==> src/inc/wdp_pkg.sv <==
// ---------------------------------------------------------------------------
// Purpose : Shared constants and types of the watchdog timer with prescaler
// Assumes : 50 MHz system clock; the watchdog oscillator is modelled by a
//           free-running divider of that clock that no sleep state gates
// Notes   : Register map is word aligned on an Avalon-MM slave
// ---------------------------------------------------------------------------
// Operation
// [RL1] Counter runs on free oscillator, also asleep
// [RL2] Timeout while running requests full device reset
// [RL3] Timeout while asleep wakes, no reset
// [RL4] Cleared enable fuse disables watchdog completely
// [RL5] Unprescaled timeout is nominally 18 ms
// [RL6] Software assigns prescaler up to 1:128
// [RL7] Clear or sleep instruction clears counter, prescaler
// [RL8] Timeout clears the active-low timeout flag
// [RL9] Oscillator rate and length are parameters
// [RL10] After timeout counter and prescaler restart
package wdp_pkg;

  // ---------------------------------------------------------------------------
  // Timing
  // ---------------------------------------------------------------------------
  localparam int CLK_HZ     = 50_000_000;             // System clock rate
  localparam int OSC_HZ     = 32_000;                 // Nominal watchdog oscillator
  localparam int TIMEOUT_MS = 18;                     // Unprescaled timeout, ms
  localparam int OSC_DIV    = CLK_HZ / OSC_HZ;        // Clock cycles per oscillator tick
  localparam int WDT_TICKS  = (OSC_HZ * TIMEOUT_MS) / 1000; // Ticks per timeout
  localparam int PS_W       = 3;                      // Prescaler select width
  localparam int PS_CNT_W   = 7;                      // Prescaler counter, up to 1:128

  // ---------------------------------------------------------------------------
  // Register offsets (byte addresses)
  // ---------------------------------------------------------------------------
  localparam logic [7:0] OFS_OPTION = 8'h00;          // Prescaler assignment and ratio
  localparam logic [7:0] OFS_STATUS = 8'h04;          // Timeout flag, sleep, fuse
  localparam logic [7:0] OFS_EVENT  = 8'h08;          // Sticky events, read clears
  localparam logic [7:0] OFS_MASK   = 8'h0C;          // Interrupt mask
  localparam logic [7:0] OFS_COUNT  = 8'h10;          // Live counter value

  // ---------------------------------------------------------------------------
  // Field positions
  // ---------------------------------------------------------------------------
  localparam int OPT_ASSIGN_BIT = 0;                  // 1 = prescaler feeds watchdog
  localparam int OPT_PS_LSB     = 1;                  // Ratio select, 1:2^n
  localparam int STAT_TO_BIT    = 0;                  // Timeout flag, active low
  localparam int STAT_SLEEP_BIT = 1;                  // Device asleep
  localparam int STAT_FUSE_BIT  = 2;                  // Enable fuse level
  localparam int EVT_RST_BIT    = 0;                  // Timeout reset event
  localparam int EVT_WAKE_BIT   = 1;                  // Timeout wake event
  localparam int EVT_W          = 2;                  // Event register width

  // ---------------------------------------------------------------------------
  // Reset values
  // ---------------------------------------------------------------------------
  localparam logic [3:0]       OPTION_RST = 4'h0;     // Prescaler not assigned
  localparam logic [EVT_W-1:0] MASK_RST   = 2'h0;     // All events masked
  localparam logic [EVT_W-1:0] EVT_RST    = 2'h0;     // No events pending

  // ---------------------------------------------------------------------------
  // Operating state
  // ---------------------------------------------------------------------------
  typedef enum logic [2:0] {
    ST_RUN   = 3'h1,                                  // Normal execution
    ST_SLEEP = 3'h2,                                  // Core clock stopped
    ST_OFF   = 3'h4                                   // Fuse disables watchdog
  } wdp_state_t;

endpackage

==> src/verilog/wdp_watchdog.sv <==
// ---------------------------------------------------------------------------
// Purpose : Watchdog timer with optional prescaler, reset and wake-up outputs
// Assumes : All inputs but rst synchronous to clk; instruction strobes are one cycle
// Notes   : Registers on Avalon-MM, one level interrupt from sticky events
// ---------------------------------------------------------------------------
`timescale 1ns/1ps

module wdp_watchdog #(
  parameter int OSC_DIV   = wdp_pkg::OSC_DIV,         // Clock cycles per oscillator tick
  parameter int WDT_TICKS = wdp_pkg::WDT_TICKS,       // Oscillator ticks per timeout
  parameter int CNT_W     = 16                        // Watchdog counter width
) (
  input  wire logic        clk,                        // System clock, 50 MHz
  input  wire logic        rst,                        // Asynchronous reset, high
  input  wire logic [7:0]  avs_address,                // Byte address
  input  wire logic        avs_read,                   // Read request
  input  wire logic        avs_write,                  // Write request
  input  wire logic [31:0] avs_writedata,              // Write data
  input  wire logic [3:0]  avs_byteenable,             // Byte lanes
  output logic      [31:0] avs_readdata,               // Read data
  output logic             avs_waitrequest,            // Stall until answer
  input  wire logic        watchdog_enable_fuse,       // Configuration fuse level
  input  wire logic        clear_watchdog_instruction, // Clear strobe from core
  input  wire logic        sleep_instruction,          // Sleep strobe from core
  input  wire logic        other_wake,                 // Non-watchdog wake source
  output logic             device_reset_req,           // Full device reset pulse
  output logic             wake_req,                   // Wake-from-sleep pulse
  output logic             timeout_flag_n,             // Cleared by a timeout
  output logic             irq                         // Level interrupt
);

  // ---------------------------------------------------------------------------
  // Local constants
  // ---------------------------------------------------------------------------
  localparam logic [15:0]      DIV_LAST = 16'(OSC_DIV - 1);     // Divider wrap value
  localparam logic [CNT_W-1:0] WDT_LAST = CNT_W'(WDT_TICKS - 1); // Terminal count

  // ---------------------------------------------------------------------------
  // Declarations
  // ---------------------------------------------------------------------------
  logic [15:0]                    div_cnt_reg;   // Oscillator divider
  logic [15:0]                    div_cnt_next;  // Divider next value
  logic [wdp_pkg::PS_CNT_W-1:0]   ps_cnt_reg;    // Prescaler counter
  logic [wdp_pkg::PS_CNT_W-1:0]   ps_cnt_next;   // Prescaler next value
  logic [CNT_W-1:0]               wdt_cnt_reg;   // Watchdog counter
  logic [CNT_W-1:0]               wdt_cnt_next;  // Watchdog next value
  logic                           assign_reg;    // Prescaler assigned
  logic [wdp_pkg::PS_W-1:0]       ps_sel_reg;    // Ratio select
  logic [wdp_pkg::EVT_W-1:0]      evt_reg;       // Sticky events
  logic [wdp_pkg::EVT_W-1:0]      evt_next;      // Events next value
  logic [wdp_pkg::EVT_W-1:0]      mask_reg;      // Interrupt mask
  logic                           to_flag_reg;   // Timeout flag, low after timeout
  logic                           to_flag_next;  // Flag next value
  logic                           rst_req_reg;   // Reset pulse
  logic                           wake_req_reg;  // Wake pulse
  logic                           ack_reg;       // Bus answer cycle
  logic [31:0]                    rdata_reg;     // Read data register
  wdp_pkg::wdp_state_t            state_reg;     // Operating state
  wdp_pkg::wdp_state_t            state_next;    // State next value

  // ---------------------------------------------------------------------------
  // Oscillator and counting
  // ---------------------------------------------------------------------------
  wire        osc_tick   = (div_cnt_reg == DIV_LAST);           // One-cycle tick
  wire [7:0]  ratio_full = 8'h01 << ps_sel_reg;                 // Ratio 1..128
  wire [wdp_pkg::PS_CNT_W-1:0] ratio_mask = 7'(ratio_full - 8'h01); // Last prescale value
  wire        ps_done    = assign_reg ? (ps_cnt_reg == ratio_mask) : 1'b1; // Prescale wrap
  // [RL7] Clear and sleep strobes
  wire        clr_cmd    = clear_watchdog_instruction | sleep_instruction; // Clear strobes
  wire        cnt_step   = watchdog_enable_fuse & osc_tick & ps_done;    // Counter advance
  // [RL9] Parameterised terminal count
  wire        at_last    = (wdt_cnt_reg == WDT_LAST);           // One counter step from timeout
  // [RL5] Timeout at terminal count
  wire        timeout_hit = cnt_step & at_last & ~clr_cmd;      // Clear defeats timeout
  wire        restart    = ~watchdog_enable_fuse | clr_cmd | timeout_hit; // Zero both counters
  wire        asleep     = (state_reg == wdp_pkg::ST_SLEEP);    // Sleep state

  // [RL1] Free divider never gated
  assign div_cnt_next = osc_tick ? 16'h0000 : div_cnt_reg + 16'h0001;

  // [RL6] Prescaler divides oscillator ticks
  assign ps_cnt_next = restart ? '0 :
                       (osc_tick & assign_reg) ? (ps_done ? '0 : ps_cnt_reg + 7'h01) :
                       assign_reg ? ps_cnt_reg : '0;

  // [RL10] Restart from zero
  assign wdt_cnt_next = restart ? '0 : cnt_step ? wdt_cnt_reg + CNT_W'(1) : wdt_cnt_reg;

  // Divider, prescaler and counter registers
  always_ff @(posedge clk or posedge rst) begin
    if (rst) begin
      div_cnt_reg <= 16'h0000;
      ps_cnt_reg  <= '0;
      wdt_cnt_reg <= '0;
    end else begin
      div_cnt_reg <= div_cnt_next;
      ps_cnt_reg  <= ps_cnt_next;
      wdt_cnt_reg <= wdt_cnt_next;
    end
  end

  // ---------------------------------------------------------------------------
  // Operating state
  // ---------------------------------------------------------------------------
  // Sleep tracking decides whether a timeout resets or wakes
  always_comb begin
    state_next = state_reg;
    case (state_reg)
      wdp_pkg::ST_RUN: begin
        // [RL4] Fuse clear disables
        if (!watchdog_enable_fuse) begin
          state_next = wdp_pkg::ST_OFF;
        end else if (sleep_instruction) begin
          state_next = wdp_pkg::ST_SLEEP;
        end
      end
      wdp_pkg::ST_SLEEP: begin
        if (!watchdog_enable_fuse) begin
          state_next = wdp_pkg::ST_OFF;
        end else if (timeout_hit || other_wake) begin
          state_next = wdp_pkg::ST_RUN;         // Resume normal execution
        end
      end
      wdp_pkg::ST_OFF: begin
        if (watchdog_enable_fuse) begin
          state_next = wdp_pkg::ST_RUN;
        end
      end
      default: begin
        state_next = wdp_pkg::ST_RUN;           // Recover from illegal code
      end
    endcase
  end

  // Timeout flag: a clear/sleep strobe defeats a timeout in the same cycle, so the set wins
  // [RL8] Timeout clears flag
  assign to_flag_next = timeout_hit ? 1'b0 :
                        (clr_cmd & watchdog_enable_fuse) ? 1'b1 : to_flag_reg;

  // State, flag and output pulses
  always_ff @(posedge clk or posedge rst) begin
    if (rst) begin
      state_reg    <= wdp_pkg::ST_RUN;
      to_flag_reg  <= 1'b1;
      rst_req_reg  <= 1'b0;
      wake_req_reg <= 1'b0;
    end else begin
      state_reg    <= state_next;
      to_flag_reg  <= to_flag_next;
      // [RL2] Reset when running
      rst_req_reg  <= timeout_hit & ~asleep;
      // [RL3] Wake when asleep
      wake_req_reg <= timeout_hit & asleep;
    end
  end

  // ---------------------------------------------------------------------------
  // Register bus
  // ---------------------------------------------------------------------------
  // One wait cycle: first edge captures data, second edge completes
  wire req      = avs_read | avs_write;                         // Request present
  wire accept   = req & ack_reg;                                // Completing edge
  wire wr_acc   = accept & avs_write & avs_byteenable[0];       // Effective write, lane 0
  wire rd_evt   = accept & avs_read & (avs_address == wdp_pkg::OFS_EVENT); // Read clears
  wire sel_opt  = (avs_address == wdp_pkg::OFS_OPTION);         // Option select
  wire sel_mask = (avs_address == wdp_pkg::OFS_MASK);           // Mask select
  wire [wdp_pkg::EVT_W-1:0] evt_set = {wake_req_reg, rst_req_reg}; // New events
  wire [31:0] rd_opt  = {28'h000_0000, ps_sel_reg, assign_reg};  // Option word
  wire [31:0] rd_stat = {29'h0000_0000, watchdog_enable_fuse, asleep, to_flag_reg}; // Status
  wire [31:0] rd_evtw = {30'h0000_0000, evt_reg};                // Events word
  wire [31:0] rd_mask = {30'h0000_0000, mask_reg};               // Mask word
  wire [31:0] rd_cnt  = 32'(wdt_cnt_reg);                        // Counter word
  // Unmapped addresses read zero
  wire [31:0] rd_mux  = (avs_address == wdp_pkg::OFS_OPTION) ? rd_opt  :
                        (avs_address == wdp_pkg::OFS_STATUS) ? rd_stat :
                        (avs_address == wdp_pkg::OFS_EVENT)  ? rd_evtw :
                        (avs_address == wdp_pkg::OFS_MASK)   ? rd_mask :
                        (avs_address == wdp_pkg::OFS_COUNT)  ? rd_cnt  : 32'h0000_0000;

  // Read clears only the bits captured into the read word, so an event that lands
  // during the wait cycle is not lost; a new event in the clear cycle survives too
  assign evt_next = (evt_reg & ~(rd_evt ? rdata_reg[wdp_pkg::EVT_W-1:0] : {wdp_pkg::EVT_W{1'b0}})) | evt_set;

  assign avs_waitrequest = req & ~ack_reg;
  assign avs_readdata    = rdata_reg;

  // Bus handshake and read data
  always_ff @(posedge clk or posedge rst) begin
    if (rst) begin
      ack_reg   <= 1'b0;
      rdata_reg <= 32'h0000_0000;
    end else begin
      ack_reg <= req & ~ack_reg;
      if (req & ~ack_reg & avs_read) begin
        rdata_reg <= rd_mux;
      end
    end
  end

  // Software registers and sticky events
  always_ff @(posedge clk or posedge rst) begin
    if (rst) begin
      assign_reg <= wdp_pkg::OPTION_RST[wdp_pkg::OPT_ASSIGN_BIT];
      ps_sel_reg <= wdp_pkg::OPTION_RST[wdp_pkg::OPT_PS_LSB +: wdp_pkg::PS_W];
      mask_reg   <= wdp_pkg::MASK_RST;
      evt_reg    <= wdp_pkg::EVT_RST;
    end else begin
      evt_reg <= evt_next;
      // [RL6] Option register write
      if (wr_acc && sel_opt) begin
        assign_reg <= avs_writedata[wdp_pkg::OPT_ASSIGN_BIT];
        ps_sel_reg <= avs_writedata[wdp_pkg::OPT_PS_LSB +: wdp_pkg::PS_W];
      end
      if (wr_acc && sel_mask) begin
        mask_reg <= avs_writedata[wdp_pkg::EVT_W-1:0];
      end
    end
  end

  // ---------------------------------------------------------------------------
  // Outputs
  // ---------------------------------------------------------------------------
  assign device_reset_req = rst_req_reg;
  assign wake_req         = wake_req_reg;
  assign timeout_flag_n   = to_flag_reg;
  assign irq              = |(evt_reg & mask_reg);

  // ---------------------------------------------------------------------------
  // Assertions
  // ---------------------------------------------------------------------------
  AST_OSC_FREE: assert property (@(posedge clk) disable iff (rst) // [RL1]
    osc_tick |=> !osc_tick [*2])
    else $error("oscillator tick repeated too early");

  AST_RUN_RESET: assert property (@(posedge clk) disable iff (rst) // [RL2]
    (timeout_hit && state_reg == wdp_pkg::ST_RUN) |=> (device_reset_req && !wake_req))
    else $error("running timeout did not request reset");

  AST_SLEEP_WAKE: assert property (@(posedge clk) disable iff (rst) // [RL3]
    (timeout_hit && asleep) |=> (wake_req && !device_reset_req && state_reg == wdp_pkg::ST_RUN))
    else $error("sleeping timeout did not wake");

  AST_FUSE_OFF: assert property (@(posedge clk) disable iff (rst) // [RL4]
    !watchdog_enable_fuse |=> (!device_reset_req && !wake_req && wdt_cnt_reg == '0))
    else $error("disabled watchdog still active");

  AST_TERMINAL: assert property (@(posedge clk) disable iff (rst) // [RL5]
    (cnt_step && wdt_cnt_reg == WDT_LAST && !clr_cmd) |=> (wdt_cnt_reg == '0 && !timeout_flag_n))
    else $error("terminal count did not time out");

  AST_PRESCALE: assert property (@(posedge clk) disable iff (rst) // [RL6]
    (cnt_step && assign_reg) |-> (ps_cnt_reg == ratio_mask && osc_tick))
    else $error("counter stepped before prescaler wrap");

  AST_CLEAR: assert property (@(posedge clk) disable iff (rst) // [RL7]
    clr_cmd |=> (wdt_cnt_reg == '0 && ps_cnt_reg == '0 && !device_reset_req && !wake_req))
    else $error("clear strobe did not clear counters");

  AST_FLAG: assert property (@(posedge clk) disable iff (rst) // [RL8]
    timeout_hit |=> (!timeout_flag_n && $past(timeout_flag_n) == to_flag_reg || !timeout_flag_n))
    else $error("timeout flag not cleared");

  AST_RESTART: assert property (@(posedge clk) disable iff (rst) // [RL10]
    timeout_hit |=> (wdt_cnt_reg == '0 && ps_cnt_reg == '0) ##1 (wdt_cnt_reg <= CNT_W'(1)))
    else $error("counters did not restart after timeout");

  AST_BUS_ANSWER: assert property (@(posedge clk) disable iff (rst)
    (req && avs_waitrequest) |=> !avs_waitrequest)
    else $error("bus answer late");

endmodule

==> config.mk <==
export PLATFORM = sky130hd
export DESIGN_NAME = wdp_watchdog
export DESIGN_NICKNAME = d
export VERILOG_FILES = /design/src/inc/wdp_pkg.sv /design/src/verilog/wdp_watchdog.sv
export SDC_FILE = /design/constraint.sdc
export NUM_CORES = 1
export LEC_CHECK = 0
export ABC_AREA = 1
export ABC_CLOCK_PERIOD_IN_PS = 5670
export BUFFER_PORTS_ARGS = -buffer_cell sky130_fd_sc_hd__buf_2
export CORE_ASPECT_RATIO = 1.5
export CORE_MARGIN = 4
export CORE_UTILIZATION = 61
export CTS_BUF_LIST = sky130_fd_sc_hd__clkbuf_2
export DETAILED_ROUTE_END_ITERATION = 6
export MAX_ROUTING_LAYER = met4
export PLACE_DENSITY = 0.86
export SYNTH_ARGS = -nofsm -noshare
export SYNTH_HDL_FRONTEND = slang
export SYNTH_SLANG_ARGS = --single-unit
==> constraint.sdc <==
create_clock -name clk -period 5.67 [get_ports clk]
set_clock_uncertainty 0.05 [all_clocks]
set_input_delay 0.8505 -clock clk [delete_from_list [all_inputs] [get_ports clk]]
set_output_delay 0.8505 -clock clk [all_outputs]
set_load 0.005 [all_outputs]
==> metrics.txt, run 1 <==
# TYPE chip_impl_metric gauge
chip_impl_info{name="run_status",value="complete, no violations"} 1
chip_impl_metric{name="grt_pass1_wl",unit="µm"} 15200
chip_impl_info{name="tritoncts",value="yes"} 1
chip_impl_metric{name="power_leakage",unit="µW"} 0.00233
chip_impl_metric{name="cts_setup_buffers",unit=""} 0
chip_impl_metric{name="slew_headroom",unit="%"} 42.7
chip_impl_metric{name="drive_gt1_share",unit="%"} 13.7
chip_impl_metric{name="power_density",unit="mW/mm²"} 209
chip_impl_metric{name="post_synth_instance_area",unit="mm²"} 0.00409
chip_impl_metric{name="hpwl",unit="µm"} 6710
chip_impl_metric{name="layout_worst_path_cycle_share",unit="%"} 40.0
chip_impl_metric{name="timing_hold_violations_final",unit=""} 0
chip_impl_metric{name="achievable-frequency",unit="GHz"} 0.441
chip_impl_info{name="final_cell_mix",value="sky130_fd_sc_hd__nand2_1 (129), sky130_fd_sc_hd__inv_1 (77), sky130_fd_sc_hd__dfrtp_1 (68)"} 1
chip_impl_metric{name="setup_violators_final",unit=""} 0
chip_impl_info{name="root_buf_cell",value="sky130_fd_sc_hd__clkbuf_2"} 1
chip_impl_metric{name="syn_area_per_cell",unit="µm²"} 7.64
chip_impl_metric{name="antenna-diode-count",unit=""} 0
chip_impl_metric{name="grt_util_all_layers",unit="%"} 25.2
chip_impl_metric{name="drtPass1Iterations",unit=""} 4
chip_impl_info{name="timing.hold.worst.start",value="div_cnt_reg[15]"} 1
chip_impl_metric{name="rows",unit=""} 36
chip_impl_metric{name="report.final.slew_viol_count",unit=""} 0
chip_impl_metric{name="placement.setup.worst_slack",unit="ns"} 3.11
chip_impl_metric{name="clock_path_buffers",unit=""} 2
chip_impl_metric{name="worst_ep_arrival_time",unit="ns"} 2.67
chip_impl_metric{name="route.antenna.remaining_nets",unit=""} 0
chip_impl_metric{name="crit_fanout",unit=""} 18
chip_impl_info{name="hold_path_class",value="reg -> reg"} 1
chip_impl_metric{name="dieHeight",unit="µm"} 108
chip_impl_metric{name="core_area",unit="mm²"} 0.00653
chip_impl_metric{name="grt_start_max_net_pins",unit=""} 71
chip_impl_info{name="grt_setup_unrepaired",value="no"} 1
chip_impl_metric{name="clock_sinks",unit=""} 70
chip_impl_info{name="worst_setup_path_startpoint",value="wdt_cnt_reg[0]"} 1
chip_impl_metric{name="die_area",unit="mm²"} 0.00810
chip_impl_metric{name="number_of_distinct_standard_cells_referenced_by_the_synthesized_netlist",unit=""} 40
chip_impl_metric{name="post_cts_resized",unit=""} 0
chip_impl_metric{name="totalNegativeSetupSlack",unit="ns"} 0
chip_impl_metric{name="worstPathRequired",unit="ns"} 6.08
chip_impl_info{name="worst_setup_path_end_kind",value="flip-flop"} 1
chip_impl_metric{name="numPlacedInstances",unit=""} 643
chip_impl_metric{name="synth.yosys.warnings",unit=""} 0
chip_impl_metric{name="vias_per_cell",unit=""} 5.46
chip_impl_metric{name="drv.max_cap_violation_count",unit=""} 0
chip_impl_metric{name="clk-insertion-delay-late",unit="ns"} 0.53
chip_impl_info{name="timing.critical_path.from_type",value="flip-flop"} 1
chip_impl_metric{name="final_period_minus_worst_setup_slack",unit="ns"} 2.27
chip_impl_metric{name="timing.final.ws_setup",unit="ns"} 3.40
chip_impl_metric{name="area.growth.synth_to_final",unit="%"} 7.62
chip_impl_metric{name="fill_cells",unit=""} 545
chip_impl_metric{name="postSynthRegisterBits",unit=""} 70
chip_impl_metric{name="nNetsFinal",unit=""} 634
chip_impl_metric{name="sequential_share_of_the_synthesized_area",unit="%"} 42.9
chip_impl_metric{name="cts.clk_slew.worst_paths",unit="ns"} 0.19
chip_impl_metric{name="io-pin-count",unit=""} 89
chip_impl_metric{name="hold_ws",unit="ns"} 0.432
chip_impl_metric{name="final_cells",unit=""} 658
chip_impl_metric{name="initial_core_utilization",unit="%"} 62.6
chip_impl_metric{name="drt_wl_total",unit="µm"} 8900
chip_impl_metric{name="wl_per_cell",unit="µm"} 13.5
chip_impl_metric{name="cts-hold-fix-buffers",unit=""} 0
chip_impl_metric{name="synth_cells",unit=""} 535
chip_impl_metric{name="routed-via-count",unit=""} 3592
chip_impl_metric{name="ir_worst_vdd",unit="mV"} 0.151
chip_impl_metric{name="drt_iter0_markers",unit=""} 276
chip_impl_info{name="mostFrequentLayoutCell",value="sky130_fd_sc_hd__nand2_1"} 1
chip_impl_info{name="criticalPathCategory",value="reg -> reg"} 1
chip_impl_metric{name="drc",unit=""} 0
chip_impl_metric{name="first_global_vias",unit=""} 3391
chip_impl_metric{name="numPortBuffers",unit=""} 41
chip_impl_metric{name="antenna_found_initial",unit=""} 0
chip_impl_metric{name="cts-buffers-inserted",unit=""} 9
chip_impl_metric{name="htree_num_levels",unit=""} 3
chip_impl_info{name="regToRegStartpoint",value="wdt_cnt_reg[0]"} 1
chip_impl_metric{name="place.gp.congestion",unit=""} 0.937
chip_impl_metric{name="overall_die_width",unit="µm"} 74.8
chip_impl_metric{name="tightest_slew",unit="ns"} 0.860
chip_impl_metric{name="globalRoute.totalOverflow",unit=""} 0
## final cells by class
cell class	count	area, µm²	share of cell area [%]
inverter	85	320	7.28
multi-input combinational	369	1880	42.8
tap	76	95.1	2.16
sequential	70	1750	39.9
clock buffer	10	50.0	1.14
clock inverter	5	75.1	1.71
timing repair buffer	43	220	5.01
## power breakdown
| part | leakage (µW) | internal (µW) | total, µW | switching (µW) |
|---|---|---|---|---|
| registers | 0.000932 | 514 | 522 | 8.30 |
| logic | 0.00131 | 24.7 | 81.3 | 56.6 |
| clock network | 0.0000815 | 143 | 318 | 174 |
## routing by layer
| metal | global-route usage [%] | share of wire, % |
|---|---|---|
| met2 | 41.0 | 53 |
| met1 | 28.7 | 40 |
| met4 | 12.2 | 3.5 |
| met3 | 5.86 | 4.1 |
| met5 | - | 0 |
## synthesized netlist by cell type
library cell / n / area, µm²
sky130_fd_sc_hd__xor2_1: 24 / 210
sky130_fd_sc_hd__nand4_4: 1 / 21.3
sky130_fd_sc_hd__inv_2: 6 / 22.5
sky130_fd_sc_hd__clkinv_2: 1 / 5.00
sky130_fd_sc_hd__ha_1: 4 / 50.1
sky130_fd_sc_hd__mux2i_1: 1 / 10.0
sky130_fd_sc_hd__nand2_1: 129 / 484
sky130_fd_sc_hd__nand3_1: 35 / 175
sky130_fd_sc_hd__nand3_4: 1 / 17.5
sky130_fd_sc_hd__nor2_1: 47 / 176
sky130_fd_sc_hd__o22ai_1: 2 / 12.5
sky130_fd_sc_hd__o21ai_0: 20 / 100
sky130_fd_sc_hd__nand3b_1: 2 / 15.0
sky130_fd_sc_hd__o21ai_2: 1 / 8.76
sky130_fd_sc_hd__conb_1: 1 / 3.75
sky130_fd_sc_hd__nor3_1: 21 / 105
sky130_fd_sc_hd__nor4_1: 1 / 6.26
sky130_fd_sc_hd__or2_1: 1 / 6.26
sky130_fd_sc_hd__nor2_2: 2 / 12.5
sky130_fd_sc_hd__nand2_4: 2 / 22.5
sky130_fd_sc_hd__inv_1: 78 / 293
sky130_fd_sc_hd__buf_2: 1 / 5.00
sky130_fd_sc_hd__a21oi_1: 6 / 30.0
sky130_fd_sc_hd__nand2_2: 2 / 12.5
sky130_fd_sc_hd__dfstp_2: 2 / 52.6
sky130_fd_sc_hd__nand3_2: 1 / 10.0
sky130_fd_sc_hd__nor2_4: 2 / 22.5
sky130_fd_sc_hd__buf_4: 17 / 128
sky130_fd_sc_hd__o21bai_1: 2 / 15.0
sky130_fd_sc_hd__dfrtp_1: 68 / 1700
sky130_fd_sc_hd__xnor2_1: 2 / 17.5
sky130_fd_sc_hd__and3_1: 2 / 12.5
sky130_fd_sc_hd__buf_6: 3 / 33.8
sky130_fd_sc_hd__clkbuf_1: 3 / 11.3
sky130_fd_sc_hd__nor3b_1: 3 / 22.5
sky130_fd_sc_hd__nand4_1: 36 / 225
sky130_fd_sc_hd__buf_1: 2 / 7.51
sky130_fd_sc_hd__o21ai_1: 1 / 5.00
sky130_fd_sc_hd__o211ai_1: 1 / 7.51
sky130_fd_sc_hd__o211a_1: 1 / 10.0
## worst paths after layout
| path | endpoint | slack, ns | cells past startpoint |
|---|---|---|---|
| hold / removal | div_cnt_reg[15] | 0.43 | 1 |
| hold reg to reg | div_cnt_reg[15] | 0.43 | 1 |
| min in group asynchronous | ack_reg | 0.48 | 3 |
| setup / recovery | state_reg[0] | 3.40 | 11 |
| max in group asynchronous | div_cnt_reg[14] | 4.50 | 3 |
| setup reg to reg | state_reg[0] | 3.40 | 11 |
## critical path, cell delays in order (launching register included)
cell                      delay, ns
sky130_fd_sc_hd__dfrtp_1       0.51
sky130_fd_sc_hd__ha_1          0.26
sky130_fd_sc_hd__nand2_1       0.11
sky130_fd_sc_hd__nor2_4        0.16
sky130_fd_sc_hd__inv_2         0.06
sky130_fd_sc_hd__nor2_4        0.14
sky130_fd_sc_hd__nand4_4       0.28
sky130_fd_sc_hd__inv_2         0.16
sky130_fd_sc_hd__nand3_4       0.20
sky130_fd_sc_hd__nand2_1       0.13
sky130_fd_sc_hd__nand3_1       0.08
sky130_fd_sc_hd__nand2_1       0.07
## logic make-up (layout without fill, tap and decap cells)
group	count (synthesis)	after routing	synth area share (%)
AND/OR/NAND/NOR	288	288	33.0
AO/OA/AOI/OAI	34	34	4.62
multiplexers	1	1	0.245
buffers and inverters	111	143	12.4
XOR/XNOR	26	26	5.57
flip-flops	70	70	42.9
other	1	16	0.0917
adder cells (fa/ha/maj)	4	4	1.22
## through the flow
stage	utilization, %	area (µm²)	total power (µW)
final	67.4	4400	921
after global routing	67.4	4400	966
after CTS	67.4	4400	929
after detailed placement	65.4	4270	614
after global placement	65.4	4270	609
after floorplan	-	4140	596
No activity file was read; power rests on OpenSTA's default activity.
==> run 2: changes to the inputs <==
- ABC_CLOCK_PERIOD_IN_PS: 5670 -> 2230
- CORE_UTILIZATION: 61 -> 57
- PLACE_DENSITY: 0.86 -> 0.81
- clock period: 5.67 -> 2.23 ns (I/O delays scaled with it)
==> run 2 against run 1 <==
Effect of this change:
- critical path depth is 1 lower
- combinational power grew to 2.8 times the previous value
- worst setup slack worse by 3.2 ns
- clock power is 130% higher
- sequential share of layout area is 0.82 points lower
- worst hold slack worse by 0.41 ns
- non-clock buffer count is 10 higher
- global-route usage is 1.5 points lower
- die area is 6.4% higher
- largest cell class unchanged
- first-iteration DRC count is 15% lower
- critical path type unchanged
==> metrics.txt, run 2 (synthesized netlist as in run 1, its figures left out) <==
# TYPE chip_impl_metric gauge
chip_impl_metric{name="globalRoute.totalOverflow",unit=""} 0
chip_impl_metric{name="cts-buffers-inserted",unit=""} 9
chip_impl_info{name="hold_path_class",value="in -> reg"} 1
chip_impl_metric{name="clk-insertion-delay-late",unit="ns"} 0.55
chip_impl_info{name="final_cell_mix",value="sky130_fd_sc_hd__nand2_1 (129), sky130_fd_sc_hd__inv_1 (77), sky130_fd_sc_hd__dfrtp_1 (68)"} 1
chip_impl_metric{name="totalNegativeSetupSlack",unit="ns"} 0
chip_impl_metric{name="dieHeight",unit="µm"} 112
chip_impl_metric{name="sequential_area",unit="mm²"} 0.00175
chip_impl_info{name="grt_setup_unrepaired",value="no"} 1
chip_impl_metric{name="numPortBuffers",unit=""} 41
chip_impl_info{name="endpoint",value="state_reg[1]"} 1
chip_impl_metric{name="hold_ws",unit="ns"} 0.0170
chip_impl_metric{name="drt_iter0_markers",unit=""} 234
chip_impl_metric{name="grt_start_max_net_pins",unit=""} 71
chip_impl_metric{name="power_leakage",unit="µW"} 0.00236
chip_impl_metric{name="post_cts_resized",unit=""} 0
chip_impl_metric{name="worst_ep_arrival_time",unit="ns"} 2.42
chip_impl_metric{name="power_density",unit="mW/mm²"} 509
chip_impl_metric{name="route.antenna.remaining_nets",unit=""} 0
chip_impl_info{name="timing.critical_path.from_type",value="flip-flop"} 1
chip_impl_info{name="r2r_end",value="state_reg[1]"} 1
chip_impl_metric{name="io-pin-count",unit=""} 89
chip_impl_metric{name="antenna_found_initial",unit=""} 0
chip_impl_metric{name="initial_core_utilization",unit="%"} 58.9
chip_impl_metric{name="fill_cells",unit=""} 623
chip_impl_metric{name="layout_worst_path_cycle_share",unit="%"} 91.2
chip_impl_metric{name="cts_setup_buffers",unit=""} 0
chip_impl_metric{name="grt_util_all_layers",unit="%"} 23.7
chip_impl_metric{name="tightest_slew",unit="ns"} 0.609
chip_impl_metric{name="core_area",unit="mm²"} 0.00694
chip_impl_metric{name="setup_violators_final",unit=""} 0
chip_impl_metric{name="drc",unit=""} 0
chip_impl_metric{name="routed-via-count",unit=""} 3610
chip_impl_metric{name="reg2reg_depth",unit=""} 10
chip_impl_info{name="regToRegStartpoint",value="wdt_cnt_reg[0]"} 1
chip_impl_info{name="root_buf_cell",value="sky130_fd_sc_hd__clkbuf_2"} 1
chip_impl_metric{name="report.final.slew_viol_count",unit=""} 0
chip_impl_metric{name="reg2reg_slack",unit="ns"} 0.20
chip_impl_metric{name="overall_die_width",unit="µm"} 77.1
chip_impl_metric{name="timing.final.ws_setup",unit="ns"} 0.195
chip_impl_metric{name="clock_sinks",unit=""} 70
chip_impl_metric{name="rows",unit=""} 37
chip_impl_info{name="tritoncts",value="yes"} 1
chip_impl_metric{name="worstPathRequired",unit="ns"} 2.62
chip_impl_metric{name="area.growth.synth_to_final",unit="%"} 9.89
chip_impl_metric{name="cts.clk_slew.worst_paths",unit="ns"} 0.19
chip_impl_metric{name="grt_pass1_wl",unit="µm"} 16100
chip_impl_metric{name="multi_input_area",unit="mm²"} 0.00188
chip_impl_metric{name="placement.setup.worst_slack",unit="ns"} 0.269
chip_impl_metric{name="hpwl",unit="µm"} 7040
chip_impl_metric{name="first_global_vias",unit=""} 3597
chip_impl_metric{name="wl_per_cell",unit="µm"} 14.0
chip_impl_metric{name="cell_depth_of_the_worst_min_delay_path",unit=""} 3
chip_impl_metric{name="drv.max_cap_violation_count",unit=""} 0
chip_impl_metric{name="htree_num_levels",unit=""} 3
chip_impl_info{name="mostFrequentLayoutCell",value="sky130_fd_sc_hd__nand2_1"} 1
chip_impl_metric{name="drtPass1Iterations",unit=""} 5
chip_impl_info{name="criticalPathCategory",value="reg -> reg"} 1
chip_impl_metric{name="achievable-frequency",unit="GHz"} 0.491
chip_impl_metric{name="place.gp.congestion",unit=""} 0.960
chip_impl_metric{name="crit_fanout",unit=""} 18
chip_impl_metric{name="ir_worst_vdd",unit="mV"} 0.460
chip_impl_info{name="worst_setup_path_end_kind",value="flip-flop"} 1
chip_impl_metric{name="drt_wl_total",unit="µm"} 9420
chip_impl_info{name="worst_setup_path_startpoint",value="wdt_cnt_reg[0]"} 1
chip_impl_metric{name="clock_path_buffers",unit=""} 2
chip_impl_metric{name="die_area",unit="mm²"} 0.00862
chip_impl_metric{name="nNetsFinal",unit=""} 644
chip_impl_metric{name="timing_hold_violations_final",unit=""} 0
chip_impl_metric{name="slew_headroom",unit="%"} 59.1
chip_impl_metric{name="drive_gt1_share",unit="%"} 14.2
chip_impl_info{name="run_status",value="complete, no violations"} 1
chip_impl_metric{name="vias_per_cell",unit=""} 5.38
chip_impl_metric{name="antenna-diode-count",unit=""} 0
chip_impl_metric{name="final_period_minus_worst_setup_slack",unit="ns"} 2.03
-- run 2: changes by cell type in the layout (fill, tap and decap cells not counted), moves of 2 or more --
cell                            before  now
sky130_fd_sc_hd__clkinv_2            4    2
sky130_fd_sc_hd__dlygate4sd3_1       0    6
sky130_fd_sc_hd__buf_4               2    5
sky130_fd_sc_hd__clkinvlp_4          0    2
-- run 2: worst min-delay path by stage --
stage | from | to | slack [ns]
CTS | avs_writedata[1] | ps_sel_reg[0] | 0.004
finish | avs_read | ack_reg | 0.02
global route | avs_read | ack_reg | 0.02
floorplan | div_cnt_reg[15] | div_cnt_reg[15] | 0.39
global placement | rst | avs_readdata[0] | 0.39
detailed placement | rst | avs_readdata[0] | 0.39
-- run 2: cell type report --
| type | instances | share of cell area (%) |
|---|---|---|
| clock buffer | 10 | 1.11 |
| sequential | 70 | 39.1 |
| tap | 78 | 2.17 |
| multi-input combinational | 369 | 41.9 |
| timing repair buffer | 53 | 7.19 |
| inverter | 85 | 7.13 |
| clock inverter | 6 | 1.39 |
-- run 2: metrics by stage --
| step | cell area [µm²] | total power [µW] | util, % | cells |
|---|---|---|---|---|
| 2_1_floorplan | 4140 | 1520 | - | 550 |
| 3_3_place_gp | 4320 | 1560 | 62.2 | 649 |
| 3_5_place_dp | 4320 | 1570 | 62.2 | 649 |
| 4_1_cts | 4480 | 2300 | 64.5 | 670 |
| 5_1_grt | 4490 | 2400 | 64.7 | 671 |
| 6_report | 4490 | 2290 | 64.7 | 671 |
-- run 2: timing repair --
item                                    CTS  global route
hold endpoints to repair                 72             1
hold buffers                              5             1
endpoints found under the setup margin    0             0
-- run 2: per-layer routing --
layer / GRT usage [%] / part of all wire [%]
met1: 25.5 / 40
met2: 42.1 / 55
met3: 4.13 / 2.9
met4: 10.3 / 2.4
met5: - / 0
-- run 2: report_power, final --
group | switching [µW] | internal, µW
clock | 478 | 259
combinational | 152 | 75.0
sequential | 18.2 | 1310
total | 648 | 1640
-- run 2: critical path: stages (launching register included) --
cell	delay [ns]
sky130_fd_sc_hd__dfrtp_1	0.54
sky130_fd_sc_hd__ha_1	0.26
sky130_fd_sc_hd__nand2_1	0.10
sky130_fd_sc_hd__nor2_4	0.14
sky130_fd_sc_hd__inv_2	0.06
sky130_fd_sc_hd__nor2_4	0.14
sky130_fd_sc_hd__nand4_4	0.11
sky130_fd_sc_hd__inv_2	0.09
sky130_fd_sc_hd__nand3_4	0.20
sky130_fd_sc_hd__nand2_1	0.15
sky130_fd_sc_hd__o21ai_0	0.08
==> run 3: changes to the inputs <==
- ABC_CLOCK_PERIOD_IN_PS: 2230 -> default
- SETUP_SLACK_MARGIN: default -> 0.2
==> run 3 against run 2 <==
Effect of this change:
- the flow now finishes with violations (design-rule violations)
- worst setup slack improved by 0.15 ns
- non-clock buffer count increased by 3
- sequential share of layout area is essentially flat
- combinational power about the same
- cell count is 0.45% higher
- critical path depth grew 1
- clock power is 24% lower
- routed wire length increased by 0.89%
- sequential power is essentially flat
- worst hold slack improved by 0.013 ns
- core utilization increased by 0.16 points
- critical path type unchanged
- highest routed layer unchanged
==> metrics.txt, run 3 (synthesized netlist as in run 1, its figures left out) <==
# TYPE chip_impl_metric gauge
chip_impl_metric{name="placement.setup.worst_slack",unit="ns"} 0.264
chip_impl_metric{name="hpwl",unit="µm"} 7080
chip_impl_info{name="worst_setup_path_end_kind",value="flip-flop"} 1
chip_impl_metric{name="timing_hold_violations_final",unit=""} 0
chip_impl_metric{name="drive_gt1_share",unit="%"} 15.3
chip_impl_info{name="critical-path-top-cell-by-count",value="sky130_fd_sc_hd__nand2_2"} 1
chip_impl_metric{name="dieHeight",unit="µm"} 112
chip_impl_metric{name="postPlaceCellArea",unit="mm²"} 0.00433
chip_impl_metric{name="multi_input_area",unit="mm²"} 0.00191
chip_impl_metric{name="worst_ep_arrival_time",unit="ns"} 2.27
chip_impl_info{name="r2r_end",value="wdt_cnt_reg[1]"} 1
chip_impl_metric{name="cp_num_cells",unit=""} 11
chip_impl_metric{name="wl_per_cell",unit="µm"} 14.1
chip_impl_metric{name="drt_wl_total",unit="µm"} 9500
chip_impl_info{name="regToRegStartpoint",value="div_cnt_reg[1]"} 1
chip_impl_metric{name="cts-buffers-inserted",unit=""} 9
chip_impl_metric{name="grt_start_max_net_pins",unit=""} 46
chip_impl_metric{name="cp.buffers_inverters",unit=""} 2
chip_impl_info{name="cpLargestDelayFamily",value="simple AND/OR/NAND/NOR gates"} 1
chip_impl_metric{name="p_comb_share",unit="%"} 10.7
chip_impl_metric{name="layout_worst_path_cycle_share",unit="%"} 84.6
chip_impl_metric{name="reg2reg_depth",unit=""} 11
chip_impl_metric{name="antenna-diode-count",unit=""} 0
chip_impl_metric{name="worst_path_max_stage_delay",unit="ns"} 0.43
chip_impl_metric{name="drv.max_cap_violation_count",unit=""} 0
chip_impl_metric{name="area.growth.synth_to_final",unit="%"} 10.2
chip_impl_info{name="violated_checks",value="design-rule violations"} 1
chip_impl_metric{name="nNetsFinal",unit=""} 648
chip_impl_info{name="root_buf_cell",value="sky130_fd_sc_hd__clkbuf_2"} 1
chip_impl_info{name="final_cell_mix",value="sky130_fd_sc_hd__nand2_1 (128), sky130_fd_sc_hd__inv_1 (77), sky130_fd_sc_hd__dfrtp_1 (66)"} 1
chip_impl_metric{name="final_cells",unit=""} 674
chip_impl_info{name="tritoncts",value="yes"} 1
chip_impl_metric{name="globalRoute.totalOverflow",unit=""} 0
chip_impl_metric{name="crit_fanout",unit=""} 15
chip_impl_metric{name="drtPass1Iterations",unit=""} 7
chip_impl_metric{name="core_area",unit="mm²"} 0.00694
chip_impl_metric{name="timing.final.ws_setup",unit="ns"} 0.343
chip_impl_metric{name="ir_worst_vdd",unit="mV"} 0.414
chip_impl_metric{name="clock_path_buffers",unit=""} 2
chip_impl_info{name="top_signal_layer_used",value="met4"} 1
chip_impl_metric{name="final_area",unit="mm²"} 0.00450
chip_impl_metric{name="power.net_switching",unit="µW"} 595
chip_impl_metric{name="die_area",unit="mm²"} 0.00862
chip_impl_info{name="timing.critical_path.from_type",value="flip-flop"} 1
chip_impl_info{name="hold-path-endpoint",value="ps_sel_reg[0]"} 1
chip_impl_metric{name="finalCoreUtilization",unit="%"} 64.8
chip_impl_info{name="critical_path.slowest_cell",value="sky130_fd_sc_hd__dfrtp_1"} 1
chip_impl_metric{name="grt_util_all_layers",unit="%"} 23.6
chip_impl_metric{name="drc",unit=""} 1
chip_impl_metric{name="power_density",unit="mW/mm²"} 469
chip_impl_metric{name="rows",unit=""} 37
chip_impl_info{name="mostFrequentLayoutCell",value="sky130_fd_sc_hd__nand2_1"} 1
chip_impl_metric{name="reg2reg_slack",unit="ns"} 0.34
chip_impl_info{name="hold_path_class",value="in -> reg"} 1
chip_impl_metric{name="totalNegativeSetupSlack",unit="ns"} 0
chip_impl_metric{name="slew_headroom",unit="%"} 56.6
chip_impl_metric{name="met3WireLength",unit="µm"} 332
chip_impl_metric{name="clk-insertion-delay-late",unit="ns"} 0.53
chip_impl_info{name="crit_chain",value="inv_1, ha_1, nand4_1, nor3_2, nand2_2, nor2_4, nand2_4, nand2_2, inv_2, nand2_1, o21ai_0"} 1
chip_impl_metric{name="switching_share",unit="%"} 28.2
chip_impl_metric{name="wl_met2",unit="µm"} 5200
chip_impl_metric{name="antenna_found_initial",unit=""} 0
chip_impl_metric{name="vias_per_cell",unit=""} 5.44
chip_impl_metric{name="clock_sinks",unit=""} 70
chip_impl_metric{name="tightest_slew",unit="ns"} 0.646
chip_impl_metric{name="routed-via-count",unit=""} 3664
chip_impl_metric{name="route.antenna.remaining_nets",unit=""} 0
chip_impl_metric{name="fill_cells",unit=""} 621
chip_impl_info{name="timing.hold.worst.start",value="avs_writedata[1]"} 1
chip_impl_metric{name="drt_iter0_markers",unit=""} 231
chip_impl_metric{name="overall_die_width",unit="µm"} 77.1
chip_impl_metric{name="sequential_area",unit="mm²"} 0.00176
chip_impl_metric{name="final_period_minus_worst_setup_slack",unit="ns"} 1.89
chip_impl_info{name="criticalPathCategory",value="reg -> reg"} 1
chip_impl_metric{name="clockPowerShare",unit="%"} 26.6
chip_impl_metric{name="internal_power",unit="µW"} 1520
chip_impl_metric{name="first_global_vias",unit=""} 3499
chip_impl_metric{name="numPortBuffers",unit=""} 41
chip_impl_info{name="grt_setup_unrepaired",value="yes"} 1
chip_impl_metric{name="cts.clk_slew.worst_paths",unit="ns"} 0.18
chip_impl_metric{name="numPlacedInstances",unit=""} 650
chip_impl_metric{name="achievable-frequency",unit="GHz"} 0.530
chip_impl_metric{name="htree_num_levels",unit=""} 3
chip_impl_metric{name="initial_core_utilization",unit="%"} 58.9
chip_impl_metric{name="place.gp.congestion",unit=""} 0.951
chip_impl_info{name="worst_setup_path_startpoint",value="div_cnt_reg[1]"} 1
chip_impl_metric{name="power_leakage",unit="µW"} 0.00235
chip_impl_metric{name="sequential_group_share_of_total_power",unit="%"} 62.8
chip_impl_info{name="run_status",value="finished with violations"} 1
chip_impl_metric{name="m1WireLength",unit="µm"} 3700
chip_impl_metric{name="setup_violators_final",unit=""} 0
chip_impl_metric{name="cell_depth_of_the_worst_min_delay_path",unit=""} 3
chip_impl_metric{name="report.final.slew_viol_count",unit=""} 0
chip_impl_metric{name="grt_pass1_wl",unit="µm"} 15800
chip_impl_metric{name="worstPathRequired",unit="ns"} 2.62
chip_impl_metric{name="io-pin-count",unit=""} 89
-- run 3: metrics by stage --
stage / hold WS (ns) / total power (µW)
after global placement: 0.375 / 1560
after floorplan: 0.392 / 1520
after global routing: 0.00987 / 2240
after detailed placement: 0.385 / 1570
final: 0.0302 / 2110
after CTS: 0.0183 / 2120
-- run 3: power by group through the flow --
| stage | combinational (µW) | clock (µW) | sequential [µW] |
|---|---|---|---|
| after detailed placement | 217 | 0 | 1350 |
| after floorplan | 173 | 0 | 1340 |
| after CTS | 225 | 573 | 1330 |
| final | 225 | 561 | 1330 |
| after global routing | 262 | 641 | 1330 |
| after global placement | 211 | 0 | 1350 |
-- run 3: worst min-delay path, cell delays in order --
cell                      delay (ns)
sky130_fd_sc_hd__buf_2          0.10
sky130_fd_sc_hd__inv_1          0.06
sky130_fd_sc_hd__o21ai_0        0.08
-- run 3: how the worst max path moves through the flow --
stage | slack [ns] | endpoint
global route | 0.16 | wdt_cnt_reg[1]
CTS | 0.23 | ps_cnt_reg[2]
detailed placement | 0.26 | state_reg[1]
floorplan | 0.44 | ps_cnt_reg[0]
finish | 0.34 | wdt_cnt_reg[1]
global placement | 0.31 | state_reg[1]
-- run 3: final cells by class --
type	count	share of cell area (%)
multi-input combinational	370	42.5
sequential	70	39.0
timing repair buffer	56	7.61
inverter	85	7.20
tap	78	2.17
clock buffer	11	1.22
clock inverter	4	0.333
-- run 3: metal layers --
metal  vias to the layer above  track usage, %
met3                        27            5.91
met4                         0            10.1
met5                         -               -
met1                      1750            25.6
li1                       1801               -
met2                        86            40.6
-- run 3: what timing repair did --
item / CTS / global route
endpoints found under the hold margin: 29 / 0
buffers inserted: 0 / 3
resized for setup: 0 / 7
setup endpoints to repair: 0 / 28
hold buffers: 5 / 0
